**src/core/clock_calendar_unit_pkg.sv**
```systemverilog
// Constants for the clock configuration and value window block.
// Assumes one 100 MHz clock that also serves as the reference clock.
// --------------------------------------------------------------------
// Overview of operation
// - Enable bit 15 runs the clock
// - Enable writes need unlock bit set
// - Unlock bit 13 gates window writes
// - Bit 12 flags possible rollover ripple
// - Bit 11 shows which half-second
// - Low minutes-seconds write clears bit 11
// - Bit 10 drives clock output pin
// - High window access decrements pointer to 00
// - Pointer selects minutes, weekday, month, reserved
// - Pointer selects seconds, hours, day, year
// - Only power-on reset clears the register
// - Eight-bit calibration field, bits 7..0
// - Bit 14 reads zero, ignores writes
// - Signed calibration, four pulses per step
// - Any window read decrements pointer
// - Unlock set only right after key
// --------------------------------------------------------------------
package clock_calendar_unit_pkg;
    localparam logic [7:0] OFS_CFG    = 8'h00;
    localparam logic [7:0] OFS_WINDOW = 8'h04;
    localparam logic [7:0] OFS_KEY    = 8'h08;
    localparam logic [7:0] OFS_STATUS = 8'h0C;
    localparam logic [7:0] OFS_CLEAR  = 8'h10;
    localparam logic [7:0] OFS_ENABLE = 8'h14;
    localparam int BIT_EN     = 15;
    localparam int BIT_UNLOCK = 13;
    localparam int BIT_ROLL   = 12;
    localparam int BIT_HALF   = 11;
    localparam int BIT_OE     = 10;
    localparam int PTR_LSB    = 8;
    localparam logic [15:0] CFG_RESET = 16'h0000;
    localparam logic [1:0]  PTR_MIN   = 2'h0;
    localparam logic [7:0]  KEY_FIRST  = 8'h55;
    localparam logic [7:0]  KEY_SECOND = 8'hAA;
    localparam int EVT_W    = 3;
    localparam int EVT_HALF = 0;
    localparam int EVT_MIN  = 1;
    localparam int EVT_ROLL = 2;
    localparam int CLK_MHZ        = 100;
    localparam int HALF_SEC_MS    = 500;
    localparam int HALF_SEC_CYC   = HALF_SEC_MS * 1000 * CLK_MHZ;
    localparam int KEY_WINDOW_NS  = 40;
    localparam int KEY_WINDOW_CYC = (KEY_WINDOW_NS * CLK_MHZ) / 1000;
    localparam int ROLL_WIN_NS    = 320;
    localparam int ROLL_WIN_CYC   = (ROLL_WIN_NS * CLK_MHZ) / 1000;
    localparam int HALVES_PER_MIN = 120;
    localparam int CAL_SHIFT      = 2;  // 4 pulses per step
endpackage : clock_calendar_unit_pkg

```
**src/core/clock_calendar_unit_win_if.sv**
```systemverilog
// Link between the register front end and the time value storage.
// Assumes both ends share pclk.
`timescale 1ns/1ns
`default_nettype none
interface clock_calendar_unit_win_if;
    logic [1:0]  ptr;
    logic [15:0] wdata;
    logic        wr_lo;
    logic        wr_hi;
    logic [15:0] rdata;
    modport ctrl  (output ptr, wdata, wr_lo, wr_hi, input rdata);
    modport store (input ptr, wdata, wr_lo, wr_hi, output rdata);
endinterface : clock_calendar_unit_win_if
`default_nettype wire

```
**src/core/clock_calendar_unit_cfg_top.sv**
```systemverilog
// APB front end of the configuration and calibration register.
// Assumes presetn is the power-on reset and pclk the reference.
`timescale 1ns/1ns
`default_nettype none
module clock_calendar_unit_cfg_top
    import clock_calendar_unit_pkg::*;
#(
    parameter int unsigned HALF_CYCLES = HALF_SEC_CYC
) (
    input wire logic        pclk,       // Clock
    input wire logic        presetn,    // Power-on reset, low
    input wire logic        psel,       // APB select
    input wire logic        penable,    // APB access phase
    input wire logic        pwrite,     // APB write
    input wire logic [7:0]  paddr,      // APB byte address
    input wire logic [31:0] pwdata,     // APB write data
    input wire logic [3:0]  pstrb,      // APB byte strobes
    output logic [31:0]     prdata,     // APB read data
    output logic            pready,     // APB ready
    output logic            pslverr,    // APB error
    output logic            irq,        // Interrupt level
    output logic            clk_out,    // Clock output pin
    output logic            module_run  // Enable state
);
    // --------------------------------------------------------------
    // Register state
    // --------------------------------------------------------------
    logic        clock_module_enable;
    logic        value_write_unlock;
    logic        rollover_pending_flag;
    logic        half_second_flag;
    logic        clock_pin_output_enable;
    logic [1:0]  value_window_select;
    logic [7:0]  cal;
    logic [15:0] rtc_config_trim_reg;
    logic [EVT_W-1:0] evt_status;
    logic [EVT_W-1:0] evt_enable;
    logic [EVT_W-1:0] evt_set;
    logic        key_first_seen;
    logic [3:0]  key_window;
    logic        near_roll_d;
    logic        half_tick;
    logic        min_tick;
    logic        near_roll;

    clock_calendar_unit_win_if win ();

    function automatic logic is_mapped(input logic [7:0] a);
        return a == OFS_CFG || a == OFS_WINDOW || a == OFS_KEY
            || a == OFS_STATUS || a == OFS_CLEAR || a == OFS_ENABLE;
    endfunction : is_mapped

    // --------------------------------------------------------------
    // Bus decode
    // --------------------------------------------------------------
    logic done;
    logic wr_cfg;
    logic wr_win;
    logic rd_win;
    logic wr_key;
    logic wr_clr;
    logic wr_ena;
    logic unlock_ok;

    assign done   = psel && penable && pready;
    assign wr_cfg = done && pwrite && paddr == OFS_CFG;
    assign wr_win = done && pwrite && paddr == OFS_WINDOW;
    assign rd_win = done && !pwrite && paddr == OFS_WINDOW;
    assign wr_key = done && pwrite && paddr == OFS_KEY;
    assign wr_clr = done && pwrite && paddr == OFS_CLEAR;
    assign wr_ena = done && pwrite && paddr == OFS_ENABLE;
    assign unlock_ok = key_window != 4'h0;

    assign rtc_config_trim_reg = {clock_module_enable, 1'b0,
                                  value_write_unlock, rollover_pending_flag,
                                  half_second_flag, clock_pin_output_enable,
                                  value_window_select, cal};

    // Ready one cycle after setup; every access takes two cycles
    always_ff @(posedge pclk or negedge presetn) begin
        if (!presetn) begin
            pready  <= 1'b0;
            pslverr <= 1'b0;
        end else begin
            pready  <= psel && !penable;
            pslverr <= psel && !penable && !is_mapped(paddr);
        end
    end

    always_ff @(posedge pclk or negedge presetn) begin
        if (!presetn) begin
            prdata <= 32'h0;
        end else if (psel && !penable && !pwrite) begin
            unique case (paddr)
                OFS_CFG:    prdata <= {16'h0, rtc_config_trim_reg};
                OFS_WINDOW: prdata <= {16'h0, win.rdata};
                OFS_STATUS: prdata <= {{(32 - EVT_W){1'b0}}, evt_status};
                OFS_ENABLE: prdata <= {{(32 - EVT_W){1'b0}}, evt_enable};
                default:    prdata <= 32'h0;
            endcase
        end
    end

    // --------------------------------------------------------------
    // Unlock key sequence
    // --------------------------------------------------------------
    always_ff @(posedge pclk or negedge presetn) begin
        if (!presetn) begin
            key_first_seen <= 1'b0;
            key_window     <= 4'h0;
        end else begin
            if (wr_key) begin
                key_first_seen <= pwdata[7:0] == KEY_FIRST;
            end
            // Short window so a stray later write cannot unlock
            if (wr_key && key_first_seen && pwdata[7:0] == KEY_SECOND) begin
                key_window <= 4'(KEY_WINDOW_CYC);
            end else if (key_window != 4'h0) begin
                key_window <= key_window - 4'h1;
            end
        end
    end

    // --------------------------------------------------------------
    // Configuration fields, reset only by power-on
    // --------------------------------------------------------------
    always_ff @(posedge pclk or negedge presetn) begin
        if (!presetn) begin
            value_write_unlock <= CFG_RESET[BIT_UNLOCK];
        end else if (wr_cfg && pstrb[1]) begin
            if (!pwdata[BIT_UNLOCK]) begin
                value_write_unlock <= 1'b0;
            end else if (unlock_ok) begin
                value_write_unlock <= 1'b1;
            end
        end
    end

    always_ff @(posedge pclk or negedge presetn) begin
        if (!presetn) begin
            clock_module_enable <= CFG_RESET[BIT_EN];
        end else if (wr_cfg && pstrb[1] && value_write_unlock) begin
            clock_module_enable <= pwdata[BIT_EN];
        end
    end

    always_ff @(posedge pclk or negedge presetn) begin
        if (!presetn) begin
            clock_pin_output_enable <= CFG_RESET[BIT_OE];
            cal                     <= CFG_RESET[7:0];
        end else if (wr_cfg) begin
            if (pstrb[1]) begin
                clock_pin_output_enable <= pwdata[BIT_OE];
            end
            if (pstrb[0]) begin
                cal <= pwdata[7:0];
            end
        end
    end

    // Pointer: a field write wins over a decrement, never both at once
    always_ff @(posedge pclk or negedge presetn) begin
        if (!presetn) begin
            value_window_select <= CFG_RESET[PTR_LSB +: 2];
        end else if (wr_cfg && pstrb[1]) begin
            value_window_select <= pwdata[PTR_LSB +: 2];
        end else if ((rd_win || (wr_win && pstrb[1]))
                     && value_window_select != PTR_MIN) begin
            value_window_select <= value_window_select - 2'h1;
        end
    end

    // Status bits ignore configuration writes; a low window write at pointer 00 clears bit 11
    always_ff @(posedge pclk or negedge presetn) begin
        if (!presetn) begin
            half_second_flag      <= CFG_RESET[BIT_HALF];
            rollover_pending_flag <= CFG_RESET[BIT_ROLL];
        end else begin
            rollover_pending_flag <= near_roll;
            if (win.wr_lo && value_window_select == PTR_MIN) begin
                half_second_flag <= 1'b0;
            end else if (half_tick) begin
                half_second_flag <= !half_second_flag;
            end
        end
    end

    // --------------------------------------------------------------
    // Window and tick source
    // --------------------------------------------------------------
    assign win.ptr   = value_window_select;
    assign win.wdata = pwdata[15:0];
    assign win.wr_lo = wr_win && pstrb[0] && value_write_unlock;
    assign win.wr_hi = wr_win && pstrb[1] && value_write_unlock;

    clock_calendar_unit_value_store u_store (
        .pclk    (pclk),
        .presetn (presetn),
        .win     (win)
    );

    clock_calendar_unit_tick_gen #(.HALF_CYCLES(HALF_CYCLES)) u_tick (
        .pclk      (pclk),
        .presetn   (presetn),
        .run       (clock_module_enable),
        .cal       (cal),
        .half_tick (half_tick),
        .min_tick  (min_tick),
        .near_roll (near_roll)
    );

    // --------------------------------------------------------------
    // Outputs and interrupts
    // --------------------------------------------------------------
    always_ff @(posedge pclk or negedge presetn) begin
        if (!presetn) begin
            clk_out    <= 1'b0;
            module_run <= 1'b0;
        end else begin
            clk_out    <= clock_pin_output_enable && clock_module_enable
                          && half_second_flag;
            module_run <= clock_module_enable;
        end
    end

    always_ff @(posedge pclk or negedge presetn) begin
        if (!presetn) begin
            near_roll_d <= 1'b0;
        end else begin
            near_roll_d <= near_roll;
        end
    end

    assign evt_set[EVT_HALF] = half_tick;
    assign evt_set[EVT_MIN]  = min_tick;
    assign evt_set[EVT_ROLL] = near_roll && !near_roll_d;

    // Set wins over a clear in the same cycle
    always_ff @(posedge pclk or negedge presetn) begin
        if (!presetn) begin
            evt_status <= '0;
            evt_enable <= '0;
            irq        <= 1'b0;
        end else begin
            evt_status <= (evt_status & ~(wr_clr ? pwdata[EVT_W-1:0] : '0)) | evt_set;
            if (wr_ena) begin
                evt_enable <= pwdata[EVT_W-1:0];
            end
            irq <= |(evt_status & evt_enable);
        end
    end

    // --------------------------------------------------------------
    // Checks
    // --------------------------------------------------------------
    a_en_locked: assert property (@(posedge pclk) disable iff (!presetn)
        wr_cfg && !value_write_unlock |=> $stable(clock_module_enable))
        else $error("enable changed while locked");
    a_win_locked: assert property (@(posedge pclk) disable iff (!presetn)
        wr_win && !value_write_unlock |-> !win.wr_lo && !win.wr_hi)
        else $error("window written while locked");
    a_roll_follow: assert property (@(posedge pclk) disable iff (!presetn)
        near_roll |=> rollover_pending_flag)
        else $error("rollover flag missed");
    a_half_clear: assert property (@(posedge pclk) disable iff (!presetn)
        win.wr_lo && value_window_select == PTR_MIN |=> !half_second_flag)
        else $error("half flag not cleared");
    a_half_toggle: assert property (@(posedge pclk) disable iff (!presetn)
        half_tick && !win.wr_lo |=> half_second_flag != $past(half_second_flag))
        else $error("half flag not toggled");
    a_ptr_dec: assert property (@(posedge pclk) disable iff (!presetn)
        rd_win && value_window_select != PTR_MIN
        |=> value_window_select == $past(value_window_select) - 2'h1)
        else $error("pointer not decremented");
    a_ptr_floor: assert property (@(posedge pclk) disable iff (!presetn)
        (rd_win || wr_win) && !wr_cfg && value_window_select == PTR_MIN
        |=> value_window_select == PTR_MIN)
        else $error("pointer went below zero");
    a_bit14_zero: assert property (@(posedge pclk) disable iff (!presetn)
        done && !pwrite && paddr == OFS_CFG |-> !prdata[14])
        else $error("bit 14 read as one");
    a_unlock_key: assert property (@(posedge pclk) disable iff (!presetn)
        !value_write_unlock && !unlock_ok |=> !value_write_unlock)
        else $error("unlock set without key");
    a_clk_pin: assert property (@(posedge pclk) disable iff (!presetn)
        !clock_pin_output_enable |=> !clk_out)
        else $error("clock pin driven while disabled");
    a_run_stop: assert property (@(posedge pclk) disable iff (!presetn)
        !clock_module_enable |=> !half_tick)
        else $error("tick while disabled");

    // --------------------------------------------------------------
    // Field write checks, one lane at a time
    // --------------------------------------------------------------
    a_en_write: assert property (@(posedge pclk) disable iff (!presetn)
        wr_cfg && pstrb[1] && value_write_unlock |=> clock_module_enable == $past(pwdata[BIT_EN]))
        else $error("enable write lost while unlocked");
    a_oe_write: assert property (@(posedge pclk) disable iff (!presetn)
        wr_cfg && pstrb[1] |=> clock_pin_output_enable == $past(pwdata[BIT_OE]))
        else $error("output enable write lost");
    a_ptr_set: assert property (@(posedge pclk) disable iff (!presetn)
        wr_cfg && pstrb[1] |=> value_window_select == $past(pwdata[PTR_LSB +: 2]))
        else $error("pointer write lost");
    a_ptr_hi_dec: assert property (@(posedge pclk) disable iff (!presetn)
        wr_win && pstrb[1] && value_window_select != PTR_MIN
        |=> value_window_select == $past(value_window_select) - 2'h1)
        else $error("pointer not decremented on high write");
    a_cal_write: assert property (@(posedge pclk) disable iff (!presetn)
        wr_cfg && pstrb[0] |=> cal == $past(pwdata[7:0]))
        else $error("calibration write lost");
    // Set beats a same-cycle clear, so a tick is never lost
    a_half_event: assert property (@(posedge pclk) disable iff (!presetn)
        half_tick |=> evt_status[EVT_HALF])
        else $error("half tick not recorded");
endmodule : clock_calendar_unit_cfg_top
`default_nettype wire

```
**src/core/clock_calendar_unit_tick_gen.sv**
```systemverilog
// Half-second tick source with once-a-minute drift trim.
// Assumes pclk is the reference clock.
`timescale 1ns/1ns
`default_nettype none
module clock_calendar_unit_tick_gen
    import clock_calendar_unit_pkg::*;
#(
    parameter int unsigned HALF_CYCLES = HALF_SEC_CYC
) (
    input wire logic        pclk,      // Clock
    input wire logic        presetn,   // Power-on reset
    input wire logic        run,       // Module enabled
    input wire logic [7:0]  cal,       // Signed trim steps
    output logic            half_tick, // Half-second pulse
    output logic            min_tick,  // Minute pulse
    output logic            near_roll  // Rollover close
);
    logic [31:0] cnt;
    logic [31:0] limit;
    logic [6:0]  halves;
    logic        last_half;

    assign last_half = (halves == 7'(HALVES_PER_MIN - 1));

    always_comb begin
        limit = HALF_CYCLES;
        if (last_half) begin
            limit = HALF_CYCLES + ({{24{cal[7]}}, cal} << CAL_SHIFT);
        end
    end

    always_ff @(posedge pclk or negedge presetn) begin
        if (!presetn) begin
            cnt       <= 32'h0;
            halves    <= 7'h0;
            half_tick <= 1'b0;
            min_tick  <= 1'b0;
            near_roll <= 1'b0;
        end else if (!run) begin
            cnt       <= 32'h0;
            halves    <= 7'h0;
            half_tick <= 1'b0;
            min_tick  <= 1'b0;
            near_roll <= 1'b0;
        end else begin
            half_tick <= (cnt == limit - 32'h1);
            min_tick  <= (cnt == limit - 32'h1) && last_half;
            // Ripple window before the second boundary
            near_roll <= halves[0] && (cnt >= limit - 32'(ROLL_WIN_CYC));
            if (cnt >= limit - 32'h1) begin
                cnt    <= 32'h0;
                halves <= last_half ? 7'h0 : halves + 7'h1;
            end else begin
                cnt <= cnt + 32'h1;
            end
        end
    end
endmodule : clock_calendar_unit_tick_gen
`default_nettype wire

```
**src/core/clock_calendar_unit_value_store.sv**
```systemverilog
// Time value pairs behind the pointer-addressed window.
// Assumes write strobes are already gated by the unlock bit.
`timescale 1ns/1ns
`default_nettype none
module clock_calendar_unit_value_store
    import clock_calendar_unit_pkg::*;
(
    input wire logic    pclk,    // Clock
    input wire logic    presetn, // Power-on reset
    clock_calendar_unit_win_if.store   win      // Window port
);
    logic [15:0] val [4];
    localparam logic [1:0] PTR_RSV = 2'h3;

    // --------------------------------------------------------------
    // Storage: 0 min/sec, 1 wday/hour, 2 month/day, 3 -/year
    // --------------------------------------------------------------
    always_ff @(posedge pclk or negedge presetn) begin
        if (!presetn) begin
            for (int i = 0; i < 4; i++) begin
                val[i] <= 16'h0000;
            end
        end else begin
            if (win.wr_lo) begin
                val[win.ptr][7:0] <= win.wdata[7:0];
            end
            // Reserved high byte stays zero
            if (win.wr_hi && win.ptr != PTR_RSV) begin
                val[win.ptr][15:8] <= win.wdata[15:8];
            end
        end
    end

    assign win.rdata = val[win.ptr];
endmodule : clock_calendar_unit_value_store
`default_nettype wire

```
**config.mk**
```make
export PLATFORM = sky130hd
export DESIGN_NAME = clock_calendar_unit_cfg_top
export DESIGN_NICKNAME = d
export VERILOG_FILES = /design/src/core/clock_calendar_unit_pkg.sv /design/src/core/clock_calendar_unit_win_if.sv /design/src/core/clock_calendar_unit_cfg_top.sv /design/src/core/clock_calendar_unit_tick_gen.sv /design/src/core/clock_calendar_unit_value_store.sv
export SDC_FILE = /design/constraint.sdc
export NUM_CORES = 1
export LEC_CHECK = 0
export BUFFER_PORTS_ARGS = -buffer_cell sky130_fd_sc_hd__buf_2
export CAP_MARGIN = 20
export CORE_UTILIZATION = 30
export CTS_CLUSTER_DIAMETER = 150
export CTS_CLUSTER_SIZE = 12
export DETAILED_ROUTE_END_ITERATION = 12
export GPL_TIMING_DRIVEN = 0
export PLACE_DENSITY = 0.48
export REMOVE_ABC_BUFFERS = 1
export SYNTH_ARGS = -nofsm -noshare
export SYNTH_HDL_FRONTEND = slang
export SYNTH_HIERARCHICAL = 1
export SYNTH_SLANG_ARGS = --single-unit
```
**constraint.sdc**
```tcl
create_clock -name pclk -period 4.3 [get_ports pclk]
set_input_delay 0.215 -clock pclk [delete_from_list [all_inputs] [get_ports pclk]]
set_output_delay 0.215 -clock pclk [all_outputs]
set_load 0.1 [all_outputs]
```
After elaboration in Yosys (flattened, before gate mapping):

Cells that the tools add are included.

* bitwise operators: 5
* add/subtract/negate cells: 7
* muxes and demuxes: 30
* $lt $le $gt $ge: 4
* reductions and logical operators: 52
* equal/unequal tests: 12

Operator list (number)
* 64-bit bitwise mux: 2
* 64-bit 2-to-1 mux: 2
* 32-bit 2-to-1 mux: 3
* 16-bit demux with 2-bit select: 2
* 32-bit >= comparator: 2
* 16-bit case mux with 4 select lines: 1
* 16-bit 2-to-1 mux: 3
* 32-bit by 1-bit adder with 32-bit output, second input constant: 1
* 16-bit binary-select mux with 2-bit select: 1
* 32-bit == test: 1
* 32-bit by 1-bit subtractor with 32-bit output, second input constant: 1
* 32-bit by 6-bit subtractor with 32-bit output, second input constant: 1
* 1-bit logical AND: 30
* 27-bit by 10-bit adder with 28-bit output, first input constant: 1
* 7-bit 2-to-1 mux: 3
* 8-bit by 4-bit == test with 1-bit output, second input constant: 2
* 8-bit by 5-bit == test with 1-bit output, second input constant: 2
* 8-bit by 3-bit == test with 1-bit output, second input constant: 1
* 8-bit by 7-bit == test with 1-bit output, second input constant: 1
* 8-bit == test, second input constant: 1
* 8-bit zero test: 1
* 4-bit 2-to-1 mux: 2
* 8-bit 2-to-1 mux: 1
* 2-bit nonzero test: 4
* other kinds (21): 41

* output and inout port bits: 37
* bits of input ports: 49
* register bits: 169

Logic depth before layout (Yosys ltp):

* depth in word-level cells: 9
* gate-level depth with buffers: 19
* mapped depth without buffers: 16

By module:

The synthesis kept the hierarchy.

Modules (own cells, without submodules)
* clock_calendar_unit_tick_gen: sequential area each 1051.0 sq um, instances 1, area an instance 3070.4 sq um, cells each 334
* clock_calendar_unit_value_store: sequential area each 1601.5 sq um, instances 1, area an instance 2781.4 sq um, cells each 156
* clock_calendar_unit_cfg_top: sequential area each 1176.1 sq um, instances 1, area an instance 2439.8 sq um, cells each 229

Least setup slack after synthesis:

OpenSTA, ideal clock, no wires.

* path type: reg-to-reg
* from: reg u_tick.halves[0]
* to: reg u_tick.halves[6]
* arrival: 3.402 ns
* library setup time: 0.079 ns
* data required time: 4.221 ns
* buffers on the path: 2
* clock period less this slack: 3.481 ns
* setup slack: 0.819 ns
* stages on the path, launching flop included: 19
* path through: dfrtp_1 -> ha_1 -> and4_1 -> and3_1 -> buf_4 -> buf_6 -> nand2_1 -> ha_1 -> o311ai_1 -> nand3b_1 -> xnor2_1 -> nand2_1 -> ha_1 -> a21oi_1 -> o21ai_0 -> a211o_2 -> o21a_2 -> o21ai_2 -> mux2i_1

* word-level cells in the longest chain between the ends: 5

Ends and longest elaborated chain
* start, declared: line clock_calendar_unit_tick_gen.sv:20 `logic [6:0] halves;`
* start signal, assigned: line clock_calendar_unit_tick_gen.sv:52 `halves <= last_half ? 7'h0 : halves + 7'h1;`
* 7-bit == test: line clock_calendar_unit_tick_gen.sv:23 `assign last_half = (halves == 7'(HALVES_PER_MIN - 1));`
* 32-bit 2-to-1 mux: line clock_calendar_unit_tick_gen.sv:27 `if (last_half) begin`
* 32-bit by 1-bit subtractor with 32-bit output: line clock_calendar_unit_tick_gen.sv:50 `if (cnt >= limit - 32'h1) begin`
* 32-bit >= comparator: line clock_calendar_unit_tick_gen.sv:50
* 2-bit by 1-bit != test with 1-bit output (no line)

Several ways; a longest one is shown, not always the timed one. The select of a mux whose other input is x is not followed.
A chain may end at the register's enable or synchronous reset.

Final worst setup path:

* from: reg u_tick.halves[0]
* to: reg u_tick.cnt[2]

* word-level cells in the longest chain between the ends: 6

Ends and longest elaborated chain
* 7-bit == test: line clock_calendar_unit_tick_gen.sv:23
* 32-bit 2-to-1 mux: line clock_calendar_unit_tick_gen.sv:27
* 32-bit by 1-bit subtractor with 32-bit output: line clock_calendar_unit_tick_gen.sv:50
* 32-bit >= comparator: line clock_calendar_unit_tick_gen.sv:50
* 32-bit 2-to-1 mux: line clock_calendar_unit_tick_gen.sv:50
* 32-bit 2-to-1 mux: line clock_calendar_unit_tick_gen.sv:39 `end else if (!run) begin`
* end signal, assigned: line clock_calendar_unit_tick_gen.sv:54 `cnt <= cnt + 32'h1;`
* end, declared: line clock_calendar_unit_tick_gen.sv:18 `logic [31:0] cnt;`

Every way passes these cells.

==> results by group <==
Run status
  • Outcome: finished, final reports clean

Placed design
  • Cells after DPL: ~1100
  • GPL Wtd Cong: 0.713
  • Number of port buffers: 51
  • Post-DP Area: about 8800 um^2
  • HPWL after detailed placement: 13000 um

CTS
  • Root buf cell: clkbuf_16
  • Clk slew on worst S/H paths: 0.07 ns
  • Clk sink count: ~150
  • Total CTS buffers: 17
  • Clock H-tree levels: 4
  • Worst-Skew Late Latency: around 0.43 ns
  • CTS tree: built
  • Clock tree buffer depth: 2

Finish
  • Final-layout fill cell count: 2682
  • Area delta synth->final: 13.7%
  • Share of cells above drive strength 1: between 20% and 30%
  • Final cell count without fillers: 1127
  • Post-route cell area: 9430 um^2
  • Fin nets: 857

Worst setup path
  • Arrival time worst endpoint: 4.32 ns
  • Critical path peak fanout: 13
  • R2R Setup Slk: 0.32 ns
  • Startpoint type of the worst setup path: flop
  • Critical path origin: u_tick/halves[0]
  • WP data required: between 4 and 5 ns
  • Worst setup EP type: flop
  • R2R Path Start: u_tick/halves[0]
  • R2R Path End: u_tick/cnt[2]
  • R2R cell count: 16
  • CP Capture Point: u_tick/cnt[2]
  • WS Path Type: reg2reg

Timing
  • Rel. slew slack: 39.8%
  • Max Clk Rate: between 0.2 and 0.3 GHz
  • Fin. Hold Viols: 0
  • Unrepaired setup endpoints after global routing: false
  • Fin crit period: 3.98 ns
  • Slew Limit Fails: 0
  • TNS Setup: 0 ns
  • Tightest hold margin: roughly 0.046 ns
  • Setup violators final: 0
  • Clock Skew: 0.0126 ns
  • Tcrit/Tclk final: 92.5%
  • Worst slew pin tran: 0.897 ns

Synthesis
  • Top post-synthesis cells by area: dfrtp_1 (46%), mux2_2 (9.2%), ha_1 (5.3%)
  • Ys flop type: dfrtp_1
  • Post-synthesis async set-or-reset flop share: 100%
  • Avg Inst Size Synth: 11.5 um^2
  • Yosys reg bits: 153
  • Yosys Warn Count: 6
  • List of most frequent post-synthesis cells: dfrtp_1 (153), nand2_1 (70), mux2_2 (68)
  • Post-Syn Instances: 719
  • Mapped cell area: slightly above 8000 um^2
  • Most frequent cell after synthesis: dfrtp_1
  • EDFF count, synth: 0
  • Seq/Total Area, Yosys: a little under half
  • Library cells used by synthesis: 82
  • Top-area cell type share of the netlist area: 46.2%
  • Synth area leader: dfrtp_1

Die
  • Die Width: 168 um
  • Top-level I/O count: 86
  • Starting Density: between 30% and 40%
  • Die area: 28300 um^2
  • Core area: 27000 um^2
  • Die H: 168 um
  • Row count: 60

Detailed routing
  • DR WL/cell: 16.8 um
  • Routed vias/inst: 4.87
  • Drc violations: 0
  • DRT iter0 DRCs: 267
  • Wirelength, routed: 18900 um
  • Antenna-violating nets left: 0
  • Drt pass-1 iters: 5
  • Vias: roughly 5500

GRT
  • Largest net degree at the start of global routing: 112
  • Initial antenna violation count: 0
  • First-pass GRT wire length: between 30000 and 40000 um
  • Total gr overflow: 0
  • Total global-route track usage: 13.9%
  • Vias in the first global route: about 5400

Min path
  • Worst hold-check path type: in2reg

Power and ir drop
  • Power share of the combinational group: ~7.6%
  • Pint: 0.00229 W
  • Switch Pwr: 0.000817 W
  • Sequential power share: 47.7%
  • Cell area power density: 329 nW/um^2
  • Clock power frac: 44.7%
  • Worst vdd ir: 0.000199 V
  • Switching Share: about a quarter
  • Static Leak: 4.43 nW

Job
  • Max_cap viols: 0
==> worst max-delay path, cell delays in order (launching register included) <==
cell	delay (ns)
dfrtp_1	0.43
ha_1	0.26
and4_2	0.31
and3_4	0.29
nand2_1	0.13
ha_1	0.21
o311ai_1	0.17
nand3b_1	0.18
xnor2_1	0.17
nand2_1	0.09
ha_1	0.32
a21oi_1	0.14
o21ai_0	0.10
a211o_2	0.40
o21ai_4	0.27
nand3_4	0.23
nor2_1	0.19
==> power groups by stage <==
stage	logic (W)	registers, W	clock network, W
after floorplan	0.000145	0.00151	0
after global placement	0.000234	0.00151	0
after detailed placement	0.000239	0.00151	0
after CTS	0.000241	0.00148	0.00145
after global routing	0.000262	0.00148	0.00149
final	0.000236	0.00148	0.00139
==> stage by stage <==
stage | power, W | util (%) | worst slack, ns
2_1_floorplan | 0.00166 | - | 0.600
3_3_place_gp | 0.00174 | 32.5 | -0.108
3_5_place_dp | 0.00175 | 32.7 | -0.142
4_1_cts | 0.00317 | 34.8 | 0.128
5_1_grt | 0.00323 | 34.9 | 0.0256
6_report | 0.00311 | 34.9 | 0.324
==> cell type report <==
class | instances | area (um^2) | area share (%)
sequential | 153 | 3830 | 40.6
tap | 341 | 427 | 4.53
inverter | 19 | 71.3 | 0.757
clock buffer | 20 | 447 | 4.74
antenna | 1 | 2.50 | 0.0265
timing repair buffer | 55 | 340 | 3.61
clock inverter | 11 | 88.8 | 0.942
multi-input combinational | 527 | 4220 | 44.8
==> sequential cells by signal, indices dropped and copies added (netlist names), 2 cells and up <==
register             count
u_tick/cnt              32
u_tick/halves            7
value_window_select      2
u_store/val             64
prdata                  16
cal                      8
evt_status               3
evt_enable               3
key_window               4
==> cell families after synthesis <==
group           after synthesis  synth area share (%)
fa+ha+maj                    35                  5.28
mux                         103                  15.9
flops                       153                  46.2
compound gates               92                  7.41
other cells                   3                 0.136
xor+xnor                     34                  3.59
simple gates                236                  17.2
buf+inv                      63                  4.30
==> cells in the final DEF (no fill, tap or decap), types with 6 or more instances in the layout <==
master	instances
a21o_1	6
a21oi_1	14
a31oi_1	6
and3_1	12
buf_2	50
clkbuf_16	17
conb_1	25
dfrtp_1	152
ha_1	35
inv_1	19
mux2_2	68
mux2i_1	19
mux4_2	16
nand2_1	70
nand3_1	20
nand4_1	8
nor2_1	49
nor3_1	9
o21ai_0	34
xnor2_1	17
xor2_1	17
==> layer usage <==
metal,wire length (um),global-route usage [%]
met3,418,2.42
met5,0,0
met2,8210,20.5
met1,10000,20.5
met4,230,4.35
==> worst min path at each step <==
stage	startpoint	end	depth (start not counted)
floorplan	presetn	cal[0]	0
global placement	u_store/val[8]	u_store/val[8]	0
detailed placement	presetn	u_tick/cnt[21]	1
CTS	pwdata[14]	u_store/val[62]	2
global route	pwdata[14]	u_store/val[46]	2
finish	pwdata[14]	u_store/val[62]	2
==> timing repair <==
action,in CTS,in global routing
endpoints found under the setup margin,31,33
hold endpoints to repair,43,0
hold buffers,2,0
pin swaps,0,1
setup buffers,0,0
gates cloned,0,2
resized for setup,1,3
Note: power is estimated with default switching activity, not from simulation.
